`src/common/cdg_pkg.sv`:
```
package cdg_pkg;
    // ------------------------------------------------------------
    // Register offsets
    // ------------------------------------------------------------
    localparam logic [15:0] ADDR_DG_SIGNAL_DELAY = 16'h2097;
    localparam logic [15:0] ADDR_AMP_OPERATING_MODE = 16'h2098;
    localparam logic [15:0] ADDR_LOW_BATTERY_LEVEL = 16'h2099;
    localparam logic [15:0] ADDR_SWITCHING_FREQUENCY_CTRL = 16'h209A;
    localparam logic [15:0] ADDR_WIDEBAND_ONLY_ENABLE = 16'h209B;
    localparam logic [15:0] ADDR_OUTPUT_SLEW_CTRL_ONE = 16'h209C;

    // ------------------------------------------------------------
    // Field positions and reset values
    // ------------------------------------------------------------
    localparam int DELAY_MSB = 5;
    localparam int MODE_MSB = 1;
    localparam int LVL_MSB = 2;
    localparam int FSW2X_BIT = 2;
    localparam int WBONLY_BIT = 0;
    localparam int TOFF_SLEW_BIT = 7;
    localparam int HS_SLEW_MSB = 3;
    localparam logic [5:0] RST_DELAY = 6'h00;
    localparam logic [1:0] RST_MODE = 2'h0;
    localparam logic [2:0] RST_LVL = 3'h3;
    localparam logic RST_FSW2X = 1'b0;
    localparam logic RST_WBONLY = 1'b0;
    localparam logic RST_TOFF_SLEW = 1'b0;
    localparam logic [3:0] RST_HS_SLEW = 4'h3;

    // ------------------------------------------------------------
    // Codes and limits
    // ------------------------------------------------------------
    localparam logic [1:0] MODE_DG = 2'h0;
    localparam logic [1:0] MODE_HV_ONLY = 2'h1;
    localparam logic [1:0] MODE_BAT_ONLY = 2'h2;
    localparam logic [5:0] DELAY_MAX = 6'h20;
    localparam logic [2:0] LVL_MAX = 3'h5;
    localparam logic [7:0] LVL_BASE_DV = 8'h19;
    localparam int SAMPLE_W = 24;
    localparam int FIFO_DEPTH = 32;

    // ------------------------------------------------------------
    // Timing
    // ------------------------------------------------------------
    localparam int CLK_PERIOD_NS = 50;
    localparam int HOLD_TICK_NS = 50000;
    localparam int HOLD_TICK_CYC = HOLD_TICK_NS / CLK_PERIOD_NS;
    // Hold times in 50 us ticks: 0.15ms up to 1.0s
    localparam logic [14:0] HOLD_TICKS [16] = '{
        15'h0003, 15'h0005, 15'h000A, 15'h0014, 15'h0032, 15'h0064, 15'h00C8, 15'h0190,
        15'h0258, 15'h0320, 15'h03E8, 15'h09C4, 15'h1388, 15'h2710, 15'h3A98, 15'h4E20};

    typedef enum logic [2:0] {
        ST_IDLE = 3'b001,
        ST_TAKE = 3'b010,
        ST_PUSH = 3'b100
    } cdg_state_type;
endpackage : cdg_pkg

```
`src/common/cdg_fifo_if.sv`:
```
`timescale 1ns/10ps
interface cdg_fifo_if #(parameter int WIDTH = 24, parameter int DEPTH = 32);
    logic in_valid;
    logic in_ready;
    logic [WIDTH-1:0] in_data;
    logic out_valid;
    logic out_ready;
    logic [WIDTH-1:0] out_data;
    logic [$clog2(DEPTH+1)-1:0] level;
    modport filler (output in_valid, output in_data, input in_ready,
                    input out_valid, input out_data, output out_ready, input level);
    modport store (input in_valid, input in_data, output in_ready,
                   output out_valid, output out_data, input out_ready, output level);
endinterface : cdg_fifo_if

```
`src/hw/cdg_supply_edge_cfg.sv`:
```
`timescale 1ns/10ps
module cdg_supply_edge_cfg (
    input wire logic mclk,
    input wire logic rst_b,
    input wire logic [15:0] reg_addr,
    input wire logic reg_wr,
    input wire logic reg_rd,
    input wire logic [7:0] reg_wdata,
    output logic [7:0] reg_rdata,
    output logic reg_ack,
    input wire logic [cdg_pkg::SAMPLE_W-1:0] audio_in_data,
    input wire logic audio_in_valid,
    output logic audio_in_ready,
    output logic [cdg_pkg::SAMPLE_W-1:0] audio_out_data,
    output logic audio_out_valid,
    input wire logic audio_out_ready,
    input wire logic [7:0] vbat_dv,
    input wire logic peak_below_thresh,
    input wire logic [3:0] rail_switch_hold_time,
    output logic rail_battery_sel,
    output logic dg_active,
    output logic double_switch_freq,
    output logic ultrasound_only_enable,
    output logic fet_turnoff_slew_enable,
    output logic [3:0] battery_highside_slew
);
    import cdg_pkg::*;

    // ------------------------------------------------------------
    // Configuration registers
    // ------------------------------------------------------------
    logic [5:0] dg_sample_delay_r, dg_sample_delay_nxt;
    logic [1:0] amp_supply_mode_r, amp_supply_mode_nxt;
    logic [2:0] low_battery_force_level_r, low_battery_force_level_nxt;
    logic double_switch_freq_nxt, ultrasound_only_enable_nxt;
    logic fet_turnoff_slew_enable_nxt;
    logic [3:0] battery_highside_slew_nxt;
    logic [7:0] reg_rdata_nxt;
    logic reg_ack_nxt;

    // Register writes and read mux; unmapped reads return zero
    always_comb begin
        dg_sample_delay_nxt = dg_sample_delay_r;
        amp_supply_mode_nxt = amp_supply_mode_r;
        low_battery_force_level_nxt = low_battery_force_level_r;
        double_switch_freq_nxt = double_switch_freq;
        ultrasound_only_enable_nxt = ultrasound_only_enable;
        fet_turnoff_slew_enable_nxt = fet_turnoff_slew_enable;
        battery_highside_slew_nxt = battery_highside_slew;
        reg_rdata_nxt = reg_rdata;
        reg_ack_nxt = reg_wr || reg_rd;
        if (reg_wr) begin
            unique case (reg_addr)
                ADDR_DG_SIGNAL_DELAY: dg_sample_delay_nxt = reg_wdata[DELAY_MSB:0];
                ADDR_AMP_OPERATING_MODE: amp_supply_mode_nxt = reg_wdata[MODE_MSB:0];
                ADDR_LOW_BATTERY_LEVEL: low_battery_force_level_nxt = reg_wdata[LVL_MSB:0];
                ADDR_SWITCHING_FREQUENCY_CTRL: double_switch_freq_nxt = reg_wdata[FSW2X_BIT];
                ADDR_WIDEBAND_ONLY_ENABLE: ultrasound_only_enable_nxt = reg_wdata[WBONLY_BIT];
                ADDR_OUTPUT_SLEW_CTRL_ONE: begin
                    fet_turnoff_slew_enable_nxt = reg_wdata[TOFF_SLEW_BIT];
                    battery_highside_slew_nxt = reg_wdata[HS_SLEW_MSB:0];
                end
                default: ;
            endcase
        end
        if (reg_rd) begin
            unique case (reg_addr)
                ADDR_DG_SIGNAL_DELAY: reg_rdata_nxt = {2'h0, dg_sample_delay_r};
                ADDR_AMP_OPERATING_MODE: reg_rdata_nxt = {6'h00, amp_supply_mode_r};
                ADDR_LOW_BATTERY_LEVEL: reg_rdata_nxt = {5'h00, low_battery_force_level_r};
                ADDR_SWITCHING_FREQUENCY_CTRL: reg_rdata_nxt = {5'h00, double_switch_freq, 2'h0};
                ADDR_WIDEBAND_ONLY_ENABLE: reg_rdata_nxt = {7'h00, ultrasound_only_enable};
                ADDR_OUTPUT_SLEW_CTRL_ONE:
                    reg_rdata_nxt = {fet_turnoff_slew_enable, 3'h0, battery_highside_slew};
                default: reg_rdata_nxt = 8'h00;
            endcase
        end
    end

    always_ff @(posedge mclk or negedge rst_b) begin
        if (!rst_b) begin
            dg_sample_delay_r <= RST_DELAY;
            amp_supply_mode_r <= RST_MODE;
            low_battery_force_level_r <= RST_LVL;
            double_switch_freq <= RST_FSW2X;
            ultrasound_only_enable <= RST_WBONLY;
            fet_turnoff_slew_enable <= RST_TOFF_SLEW;
            battery_highside_slew <= RST_HS_SLEW;
            reg_rdata <= 8'h00;
            reg_ack <= 1'b0;
        end else begin
            dg_sample_delay_r <= dg_sample_delay_nxt;
            amp_supply_mode_r <= amp_supply_mode_nxt;
            low_battery_force_level_r <= low_battery_force_level_nxt;
            double_switch_freq <= double_switch_freq_nxt;
            ultrasound_only_enable <= ultrasound_only_enable_nxt;
            fet_turnoff_slew_enable <= fet_turnoff_slew_enable_nxt;
            battery_highside_slew <= battery_highside_slew_nxt;
            reg_rdata <= reg_rdata_nxt;
            reg_ack <= reg_ack_nxt;
        end
    end

    // ------------------------------------------------------------
    // Synchronisers for analog-side status inputs
    // ------------------------------------------------------------
    logic [7:0] vbat_s1_r, vbat_s2_r;
    logic peak_s1_r, peak_s2_r;
    logic [3:0] hold_s1_r, hold_s2_r;

    always_ff @(posedge mclk or negedge rst_b) begin
        if (!rst_b) begin
            vbat_s1_r <= 8'h00;
            vbat_s2_r <= 8'h00;
            peak_s1_r <= 1'b0;
            peak_s2_r <= 1'b0;
            hold_s1_r <= 4'h0;
            hold_s2_r <= 4'h0;
        end else begin
            vbat_s1_r <= vbat_dv;
            vbat_s2_r <= vbat_s1_r;
            peak_s1_r <= peak_below_thresh;
            peak_s2_r <= peak_s1_r;
            hold_s1_r <= rail_switch_hold_time;
            hold_s2_r <= hold_s1_r;
        end
    end

    // ------------------------------------------------------------
    // Rail selection
    // ------------------------------------------------------------
    logic [9:0] tick_cnt_r, tick_cnt_nxt;
    logic [14:0] hold_cnt_r, hold_cnt_nxt;
    logic hold_met, battery_low, rail_nxt, dg_active_nxt;
    logic [2:0] lvl_code;

    // Reserved level codes clamp to the top threshold
    always_comb begin
        lvl_code = (low_battery_force_level_r > LVL_MAX) ? LVL_MAX : low_battery_force_level_r;
        battery_low = vbat_s2_r < (LVL_BASE_DV + {5'h00, lvl_code});
        hold_met = hold_cnt_r >= HOLD_TICKS[hold_s2_r];
        tick_cnt_nxt = (tick_cnt_r == 10'(HOLD_TICK_CYC - 1)) ? 10'h000 : 10'(tick_cnt_r + 1'b1);
        hold_cnt_nxt = hold_cnt_r;
        if (!peak_s2_r) begin
            hold_cnt_nxt = 15'h0000;
            tick_cnt_nxt = 10'h000;
        end else if (!hold_met && tick_cnt_r == 10'(HOLD_TICK_CYC - 1)) begin
            hold_cnt_nxt = 15'(hold_cnt_r + 1'b1);
        end
        dg_active_nxt = amp_supply_mode_r == MODE_DG;
        unique case (amp_supply_mode_r)
            MODE_DG: rail_nxt = hold_met && peak_s2_r;
            MODE_HV_ONLY: rail_nxt = 1'b0;
            MODE_BAT_ONLY: rail_nxt = 1'b1;
            default: rail_nxt = 1'b0;
        endcase
        if (battery_low) begin
            rail_nxt = 1'b0;
        end
    end

    always_ff @(posedge mclk or negedge rst_b) begin
        if (!rst_b) begin
            tick_cnt_r <= 10'h000;
            hold_cnt_r <= 15'h0000;
            rail_battery_sel <= 1'b0;
            dg_active <= 1'b1;
        end else begin
            tick_cnt_r <= tick_cnt_nxt;
            hold_cnt_r <= hold_cnt_nxt;
            rail_battery_sel <= rail_nxt;
            dg_active <= dg_active_nxt;
        end
    end

    // ------------------------------------------------------------
    // Sample delay line
    // ------------------------------------------------------------
    cdg_fifo_if #(.WIDTH(SAMPLE_W), .DEPTH(FIFO_DEPTH)) dly_if ();

    cdg_fifo #(.WIDTH(SAMPLE_W), .DEPTH(FIFO_DEPTH)) u_dly (
        .mclk(mclk),
        .rst_b(rst_b),
        .f(dly_if.store)
    );

    cdg_state_type state_r, state_nxt;
    logic [SAMPLE_W-1:0] held_r, held_nxt, out_data_nxt;
    logic out_valid_nxt, in_ready_nxt;
    logic [5:0] delay_eff;
    logic [5:0] level6;

    // Effective delay: clamped, and none outside DG mode
    always_comb begin
        level6 = 6'(dly_if.level);
        if (!dg_active) begin
            delay_eff = 6'h00;
        end else if (dg_sample_delay_r > DELAY_MAX) begin
            delay_eff = DELAY_MAX;
        end else begin
            delay_eff = dg_sample_delay_r;
        end
    end

    // Once N samples are stored, each sample pops the one from N samples earlier, then is stored; with N of zero it goes straight out unstored
    always_comb begin
        state_nxt = state_r;
        held_nxt = held_r;
        out_data_nxt = audio_out_data;
        out_valid_nxt = audio_out_valid && !audio_out_ready;
        dly_if.in_valid = 1'b0;
        dly_if.in_data = held_r;
        dly_if.out_ready = 1'b0;
        unique case (state_r)
            ST_IDLE: begin
                if (audio_in_valid && audio_in_ready) begin
                    held_nxt = audio_in_data;
                    state_nxt = ST_TAKE;
                end else if (level6 > delay_eff) begin
                    dly_if.out_ready = 1'b1; // Drop excess after delay shrinks
                end
            end
            ST_TAKE: begin
                if (delay_eff == 6'h00) begin
                    out_data_nxt = held_r;
                    out_valid_nxt = 1'b1;
                    state_nxt = ST_IDLE;
                end else if (level6 < delay_eff) begin
                    state_nxt = ST_PUSH;
                end else if (dly_if.out_valid && !out_valid_nxt) begin
                    dly_if.out_ready = 1'b1;
                    out_data_nxt = dly_if.out_data;
                    out_valid_nxt = 1'b1;
                    state_nxt = ST_PUSH;
                end
            end
            ST_PUSH: begin
                dly_if.in_valid = 1'b1;
                if (dly_if.in_ready) begin
                    state_nxt = ST_IDLE;
                end
            end
        endcase
        in_ready_nxt = (state_nxt == ST_IDLE) && !out_valid_nxt;
    end

    always_ff @(posedge mclk or negedge rst_b) begin
        if (!rst_b) begin
            state_r <= ST_IDLE;
            held_r <= '0;
            audio_out_data <= '0;
            audio_out_valid <= 1'b0;
            audio_in_ready <= 1'b0;
        end else begin
            state_r <= state_nxt;
            held_r <= held_nxt;
            audio_out_data <= out_data_nxt;
            audio_out_valid <= out_valid_nxt;
            audio_in_ready <= in_ready_nxt;
        end
    end
endmodule : cdg_supply_edge_cfg

```
`src/hw/cdg_fifo.sv`:
```
`timescale 1ns/10ps
module cdg_fifo #(
    parameter int WIDTH = 24,
    parameter int DEPTH = 32
) (
    input wire logic mclk,
    input wire logic rst_b,
    cdg_fifo_if.store f
);
    localparam int AW = $clog2(DEPTH);
    localparam int LW = $clog2(DEPTH + 1);

    logic [WIDTH-1:0] mem [DEPTH];
    logic [AW-1:0] wr_ptr_r, wr_ptr_nxt, rd_ptr_r, rd_ptr_nxt;
    logic [LW-1:0] cnt_r, cnt_nxt;
    logic [WIDTH-1:0] head_r;
    logic head_valid_r, head_valid_nxt;
    logic push, load;

    // --------------------------------------------------------
    // Handshakes; level counts the array plus the head register
    // --------------------------------------------------------
    assign f.in_ready = (cnt_r != LW'(DEPTH)) || load;
    assign push = f.in_valid && f.in_ready;
    assign load = (cnt_r != '0) && (!head_valid_r || f.out_ready);
    assign f.out_valid = head_valid_r;
    assign f.out_data = head_r;
    assign f.level = LW'(cnt_r + LW'(head_valid_r));

    // Next pointers and counts
    always_comb begin
        wr_ptr_nxt = push ? AW'(wr_ptr_r + 1'b1) : wr_ptr_r;
        rd_ptr_nxt = load ? AW'(rd_ptr_r + 1'b1) : rd_ptr_r;
        cnt_nxt = LW'(cnt_r + LW'(push) - LW'(load));
        head_valid_nxt = load || (head_valid_r && !f.out_ready);
    end

    always_ff @(posedge mclk or negedge rst_b) begin
        if (!rst_b) begin
            wr_ptr_r <= '0;
            rd_ptr_r <= '0;
            cnt_r <= '0;
            head_valid_r <= 1'b0;
        end else begin
            wr_ptr_r <= wr_ptr_nxt;
            rd_ptr_r <= rd_ptr_nxt;
            cnt_r <= cnt_nxt;
            head_valid_r <= head_valid_nxt;
        end
    end

    // Storage array with registered read data
    always_ff @(posedge mclk) begin
        if (push) begin
            mem[wr_ptr_r] <= f.in_data;
        end
        if (load) begin
            head_r <= mem[rd_ptr_r];
        end
    end
endmodule : cdg_fifo

```
`config.mk`:
```
export PLATFORM = sky130hd
export DESIGN_NAME = cdg_supply_edge_cfg
export DESIGN_NICKNAME = d
export VERILOG_FILES = /design/src/common/cdg_pkg.sv /design/src/common/cdg_fifo_if.sv /design/src/hw/cdg_supply_edge_cfg.sv /design/src/hw/cdg_fifo.sv
export SDC_FILE = /design/constraint.sdc
export NUM_CORES = 1
export LEC_CHECK = 0
export BUFFER_PORTS_ARGS = -buffer_cell sky130_fd_sc_hd__clkbuf_2
export CAP_MARGIN = 15
export CELL_PAD_IN_SITES_DETAIL_PLACEMENT = 0
export CELL_PAD_IN_SITES_GLOBAL_PLACEMENT = 2
export CORE_ASPECT_RATIO = 0.8
export CORE_UTILIZATION = 49
export CTS_CLUSTER_SIZE = 10
export DETAILED_ROUTE_END_ITERATION = 10
export PLACE_DENSITY_LB_ADDON = 0.1
export SLEW_MARGIN = 20
export SYNTH_ARGS = -nofsm -noshare
export SYNTH_HDL_FRONTEND = slang
export SYNTH_SLANG_ARGS = --single-unit
```
`constraint.sdc`:
```
create_clock -name mclk -period 4.5 [get_ports mclk]
set_clock_uncertainty 0.1 [all_clocks]
set_input_delay 0.225 -clock mclk [delete_from_list [all_inputs] [get_ports mclk]]
set_output_delay 0.225 -clock mclk [all_outputs]
set_load 0.01 [all_outputs]
```
==> run summary <==
The number of setup buffers added after CTS is 0. For this run, the share of the core covered by cells in the final layout is 57.5%. Post-route total power: 0.0172 W.

The Yosys warning count was 0. The detailed-placement wirelength estimate came out at 52.4 mm. Cell taking the most area after synthesis: sky130_fd_sc_hd__edfxtp_1.

For the count of final max-slew check failures, the log shows 0. Die footprint: 77600 um2. The net count of the finished layout is 2321. At the pin with the least slew margin, the transition time is 1.16 ns. The power density relative to cell area is 397 nW/um2. IR analysis of the VDD net gives a maximum drop of 0.352 mV. The logs give 0 for the setup violation total in the final timing report and 941 for the number of sinks driven by the clock tree.

In the layout the commonest cells are 792 x sky130_fd_sc_hd__edfxtp_1, 192 x sky130_fd_sc_hd__mux4_2, 134 x sky130_fd_sc_hd__dfrtp_1, 108 x sky130_fd_sc_hd__clkbuf_16, 107 x sky130_fd_sc_hd__clkbuf_2. Once the floorplan was initialized, standard cells occupied 49.6% of the core. The tools report the remaining antenna violation count as 0. The repair_antennas step left the layout with diodes totalling 0.

Averaged over all synthesized cells, the footprint is 19.5 um2. The area of the placeable core was 75600 um2; the via count of the first global-routing pass was 19.9k. The quantity of I/O buffers inserted on ports came out at 108.

The clock tree root driver cell was sky130_fd_sc_hd__clkbuf_16. The placed instances occupy a cell area of 39800 um2. Measured along the y axis, the die boundary spans 249 um.

The tightest min-delay check is of the in2async type. The logs give 1 for the initial antenna violation count and 4.42 ns for the endpoint arrival time on the critical path. Headroom to the max-slew limit came out at 22.4%. The max-capacitance violation count was 0; the pin count of the biggest net entering global routing was 74. For the wire length of the first global-routing pass, the log shows 131 mm. DRC violation count after routing: 0.

In the synthesized netlist, the number of instances is 1922. The final reports fail on hold timing. Critical path data required time: 4.94 ns.

TritonCTS built the clock tree. Share of final-layout standard cells stronger than drive strength 1: 25.0%. The pre-antenna-repair detailed-routing pass consisted of 5 iterations. The flow ran to the end, but the final reports show violations. For the count of hold-fix buffers inserted at cts, the log shows 63. The library cell used most frequently in the layout, excluding fill and tap cells, is sky130_fd_sc_hd__edfxtp_1. The hold slack is -0.000937 ns. Of all flip-flops after synthesis, the portion carrying an async set or reset was 15.8%.

The die outline width is 311 um. The number of synthesized flops with an enable pin is 792. Clock latency on the worst-skew pair, taken at its later pin, is 0.68 ns.

The clock period minus final worst setup slack came out at 3.98 ns. The number of synthesized register bits was 941; the largest driver fanout on the critical path was 7. The average wire length per cell after detail routing works out to 26.6 um.

The run gives 3 as the number of H-tree levels. After the first detailed-routing iteration, the DRC count stood at 1640. The layout has 5687 filler cells. The kind of end point of the critical path is a register. The achievable clock frequency came out at 251 MHz. The synthesized netlist occupies a cell area of 37500 um2. For the final routed database, the setup TNS stands at 0 ns. By startpoint and endpoint, the worst setup path is classified as reg2reg. The finished cells cover 43400 um2. Using the TritonRoute via totals, the vias-per-cell ratio works out to 5.88. Dividing the final minimum period by the clock period gives 88.4%. For this block, the via count after detailed routing is 19.3k.

After synthesis, the netlist uses 63 different library cells. The share of synthesized area in the top cell type comes to 63.4%. By area the synthesized netlist is led by sky130_fd_sc_hd__edfxtp_1 63%, sky130_fd_sc_hd__mux4_2 12%, sky130_fd_sc_hd__dfrtp_1 9.5%. Pin placement for this block handled 111 I/O pins. Setup repair after global routing left no endpoint under its margin. The post-synthesis to final-layout area growth is 15.8%.

The prevailing post-synth register cell was sky130_fd_sc_hd__edfxtp_1. The overflow left after global routing came out at 0. The worst setup path is launched from a register. The analysis attributes to cell leakage a power of 16.8 nW. The floorplan has 90 rows. The run gives 2 as the final count of hold timing violations. No sink is reached through more buffers than the 3 on the longest clock path. The global placement routability congestion is 0.772, and the share of the yosys chip area belonging to registers is 73.4%. The quantity of gates resized following cts is 0, and the number of clock buffers inserted by TritonCTS is 105. Post-detailed-routing wire length: 87.1 mm. The clock transition at the registers of the reported paths is 0.06 ns, and the overall track demand over capacity in global routing is 23.0%.
## synth_stat cells, types with 17 or more instances
cell type	instances
sky130_fd_sc_hd__mux2i_1	104
sky130_fd_sc_hd__and3_1	39
sky130_fd_sc_hd__a22o_1	25
sky130_fd_sc_hd__dfrtp_1	143
sky130_fd_sc_hd__nand2_1	48
sky130_fd_sc_hd__nor2_1	44
sky130_fd_sc_hd__inv_1	32
sky130_fd_sc_hd__a21oi_1	33
sky130_fd_sc_hd__o22ai_1	25
sky130_fd_sc_hd__clkbuf_1	62
sky130_fd_sc_hd__mux2_2	24
sky130_fd_sc_hd__mux2_1	19
sky130_fd_sc_hd__a2bb2oi_1	25
sky130_fd_sc_hd__ha_1	54
sky130_fd_sc_hd__xnor2_1	17
sky130_fd_sc_hd__edfxtp_1	792
sky130_fd_sc_hd__a221oi_1	24
sky130_fd_sc_hd__nand3_1	29
sky130_fd_sc_hd__mux4_2	192
## power breakdown
part	leakage (nW)	switching [W]	total, W	internal, W
registers	11.0	0.0000143	0.00937	0.00935
clock network	1.45	0.00325	0.00768	0.00443
logic	4.33	0.0000866	0.000169	0.0000821
## metal layers
| layer | global-route usage (%) | up-vias | wire [um] |
|---|---|---|---|
| li1 | - | 8397 | - |
| met1 | 35.1 | 10230 | 40000 |
| met2 | 34.9 | 545 | 40200 |
| met3 | 3.46 | 117 | 5080 |
| met4 | 6.07 | 0 | 1880 |
| met5 | 0 | - | 0 |
## state kept, by name, summed over array words and instances, names as in the netlist, 6 cells and up
signal	count
audio_out_data	24
dg_sample_delay_r	6
dly_if.in_data	24
hold_cnt_r	15
reg_rdata	7
tick_cnt_r	10
u_dly.cnt_r	6
u_dly.f.out_data	24
u_dly.mem	768
vbat_s1_r	8
vbat_s2_r	8
## cell families after synthesis
logic type / synth area share, %
multiplexers: 15.6
AO/OA/AOI/OAI: 3.72
adder cells (fa/ha/maj): 1.86
flip-flops: 73.4
XOR/XNOR: 0.584
buffers and inverters: 1.54
other: 0.0200
AND/OR/NAND/NOR: 3.28
## through the flow
step,setup WS (ns),instances
2_1_floorplan,0.320,1923
4_1_cts,0.497,3282
6_report,0.522,3282
5_1_grt,0.208,3282
3_5_place_dp,0.520,3041
3_3_place_gp,0.528,3041
## worst max-delay path, cell delays in order (launching register included)
cell and delay [ns]:
sky130_fd_sc_hd__dfrtp_1 0.46, sky130_fd_sc_hd__ha_1 0.25, sky130_fd_sc_hd__ha_1 0.20, sky130_fd_sc_hd__nand2_1 0.07
sky130_fd_sc_hd__xnor2_1 0.13, sky130_fd_sc_hd__ha_1 0.30, sky130_fd_sc_hd__nand4_1 0.14, sky130_fd_sc_hd__o211a_1 0.25
sky130_fd_sc_hd__a31oi_1 0.21, sky130_fd_sc_hd__o21ai_1 0.13, sky130_fd_sc_hd__nand2_1 0.14, sky130_fd_sc_hd__inv_1 0.08
sky130_fd_sc_hd__ha_1 0.29, sky130_fd_sc_hd__inv_1 0.05, sky130_fd_sc_hd__ha_1 0.16, sky130_fd_sc_hd__inv_1 0.06
sky130_fd_sc_hd__fa_1 0.43, sky130_fd_sc_hd__inv_1 0.08, sky130_fd_sc_hd__a21oi_1 0.06, sky130_fd_sc_hd__nor2_1 0.09
sky130_fd_sc_hd__nor2_1 0.05, sky130_fd_sc_hd__xnor2_1 0.12
## worst paths after layout
check / endpoint / cells after the start / slack (ns) / start
worst max-delay path: u_dly.cnt_r[4] / 21 / 0.52 / u_dly.f.out_valid
worst min-delay path: hold_s2_r[0] / 2 / -0.0009 / rst_b
worst max register to register: u_dly.cnt_r[4] / 21 / 0.52 / u_dly.f.out_valid
worst min register to register: peak_s2_r / 0 / 0.25 / peak_s1_r
max in group asynchronous: dly_if.in_data[12] / 3 / 3.13 / rst_b
min in group mclk: reg_rdata[0] / 6 / 0.05 / reg_addr[11]
## area by class of cell
| cell class | count | area [um2] | area share [%] |
|---|---|---|---|
| inverters | 32 | 120 | 0.277 |
| clock buffers | 170 | 2950 | 6.78 |
| flip-flops and latches | 941 | 27500 | 63.4 |
| repair buffers | 271 | 2040 | 4.70 |
| well taps | 1012 | 1270 | 2.92 |
| clock inverters | 8 | 82.6 | 0.190 |
| multi-input cells | 848 | 9420 | 21.7 |
Note: power is estimated with default switching activity, not from simulation.
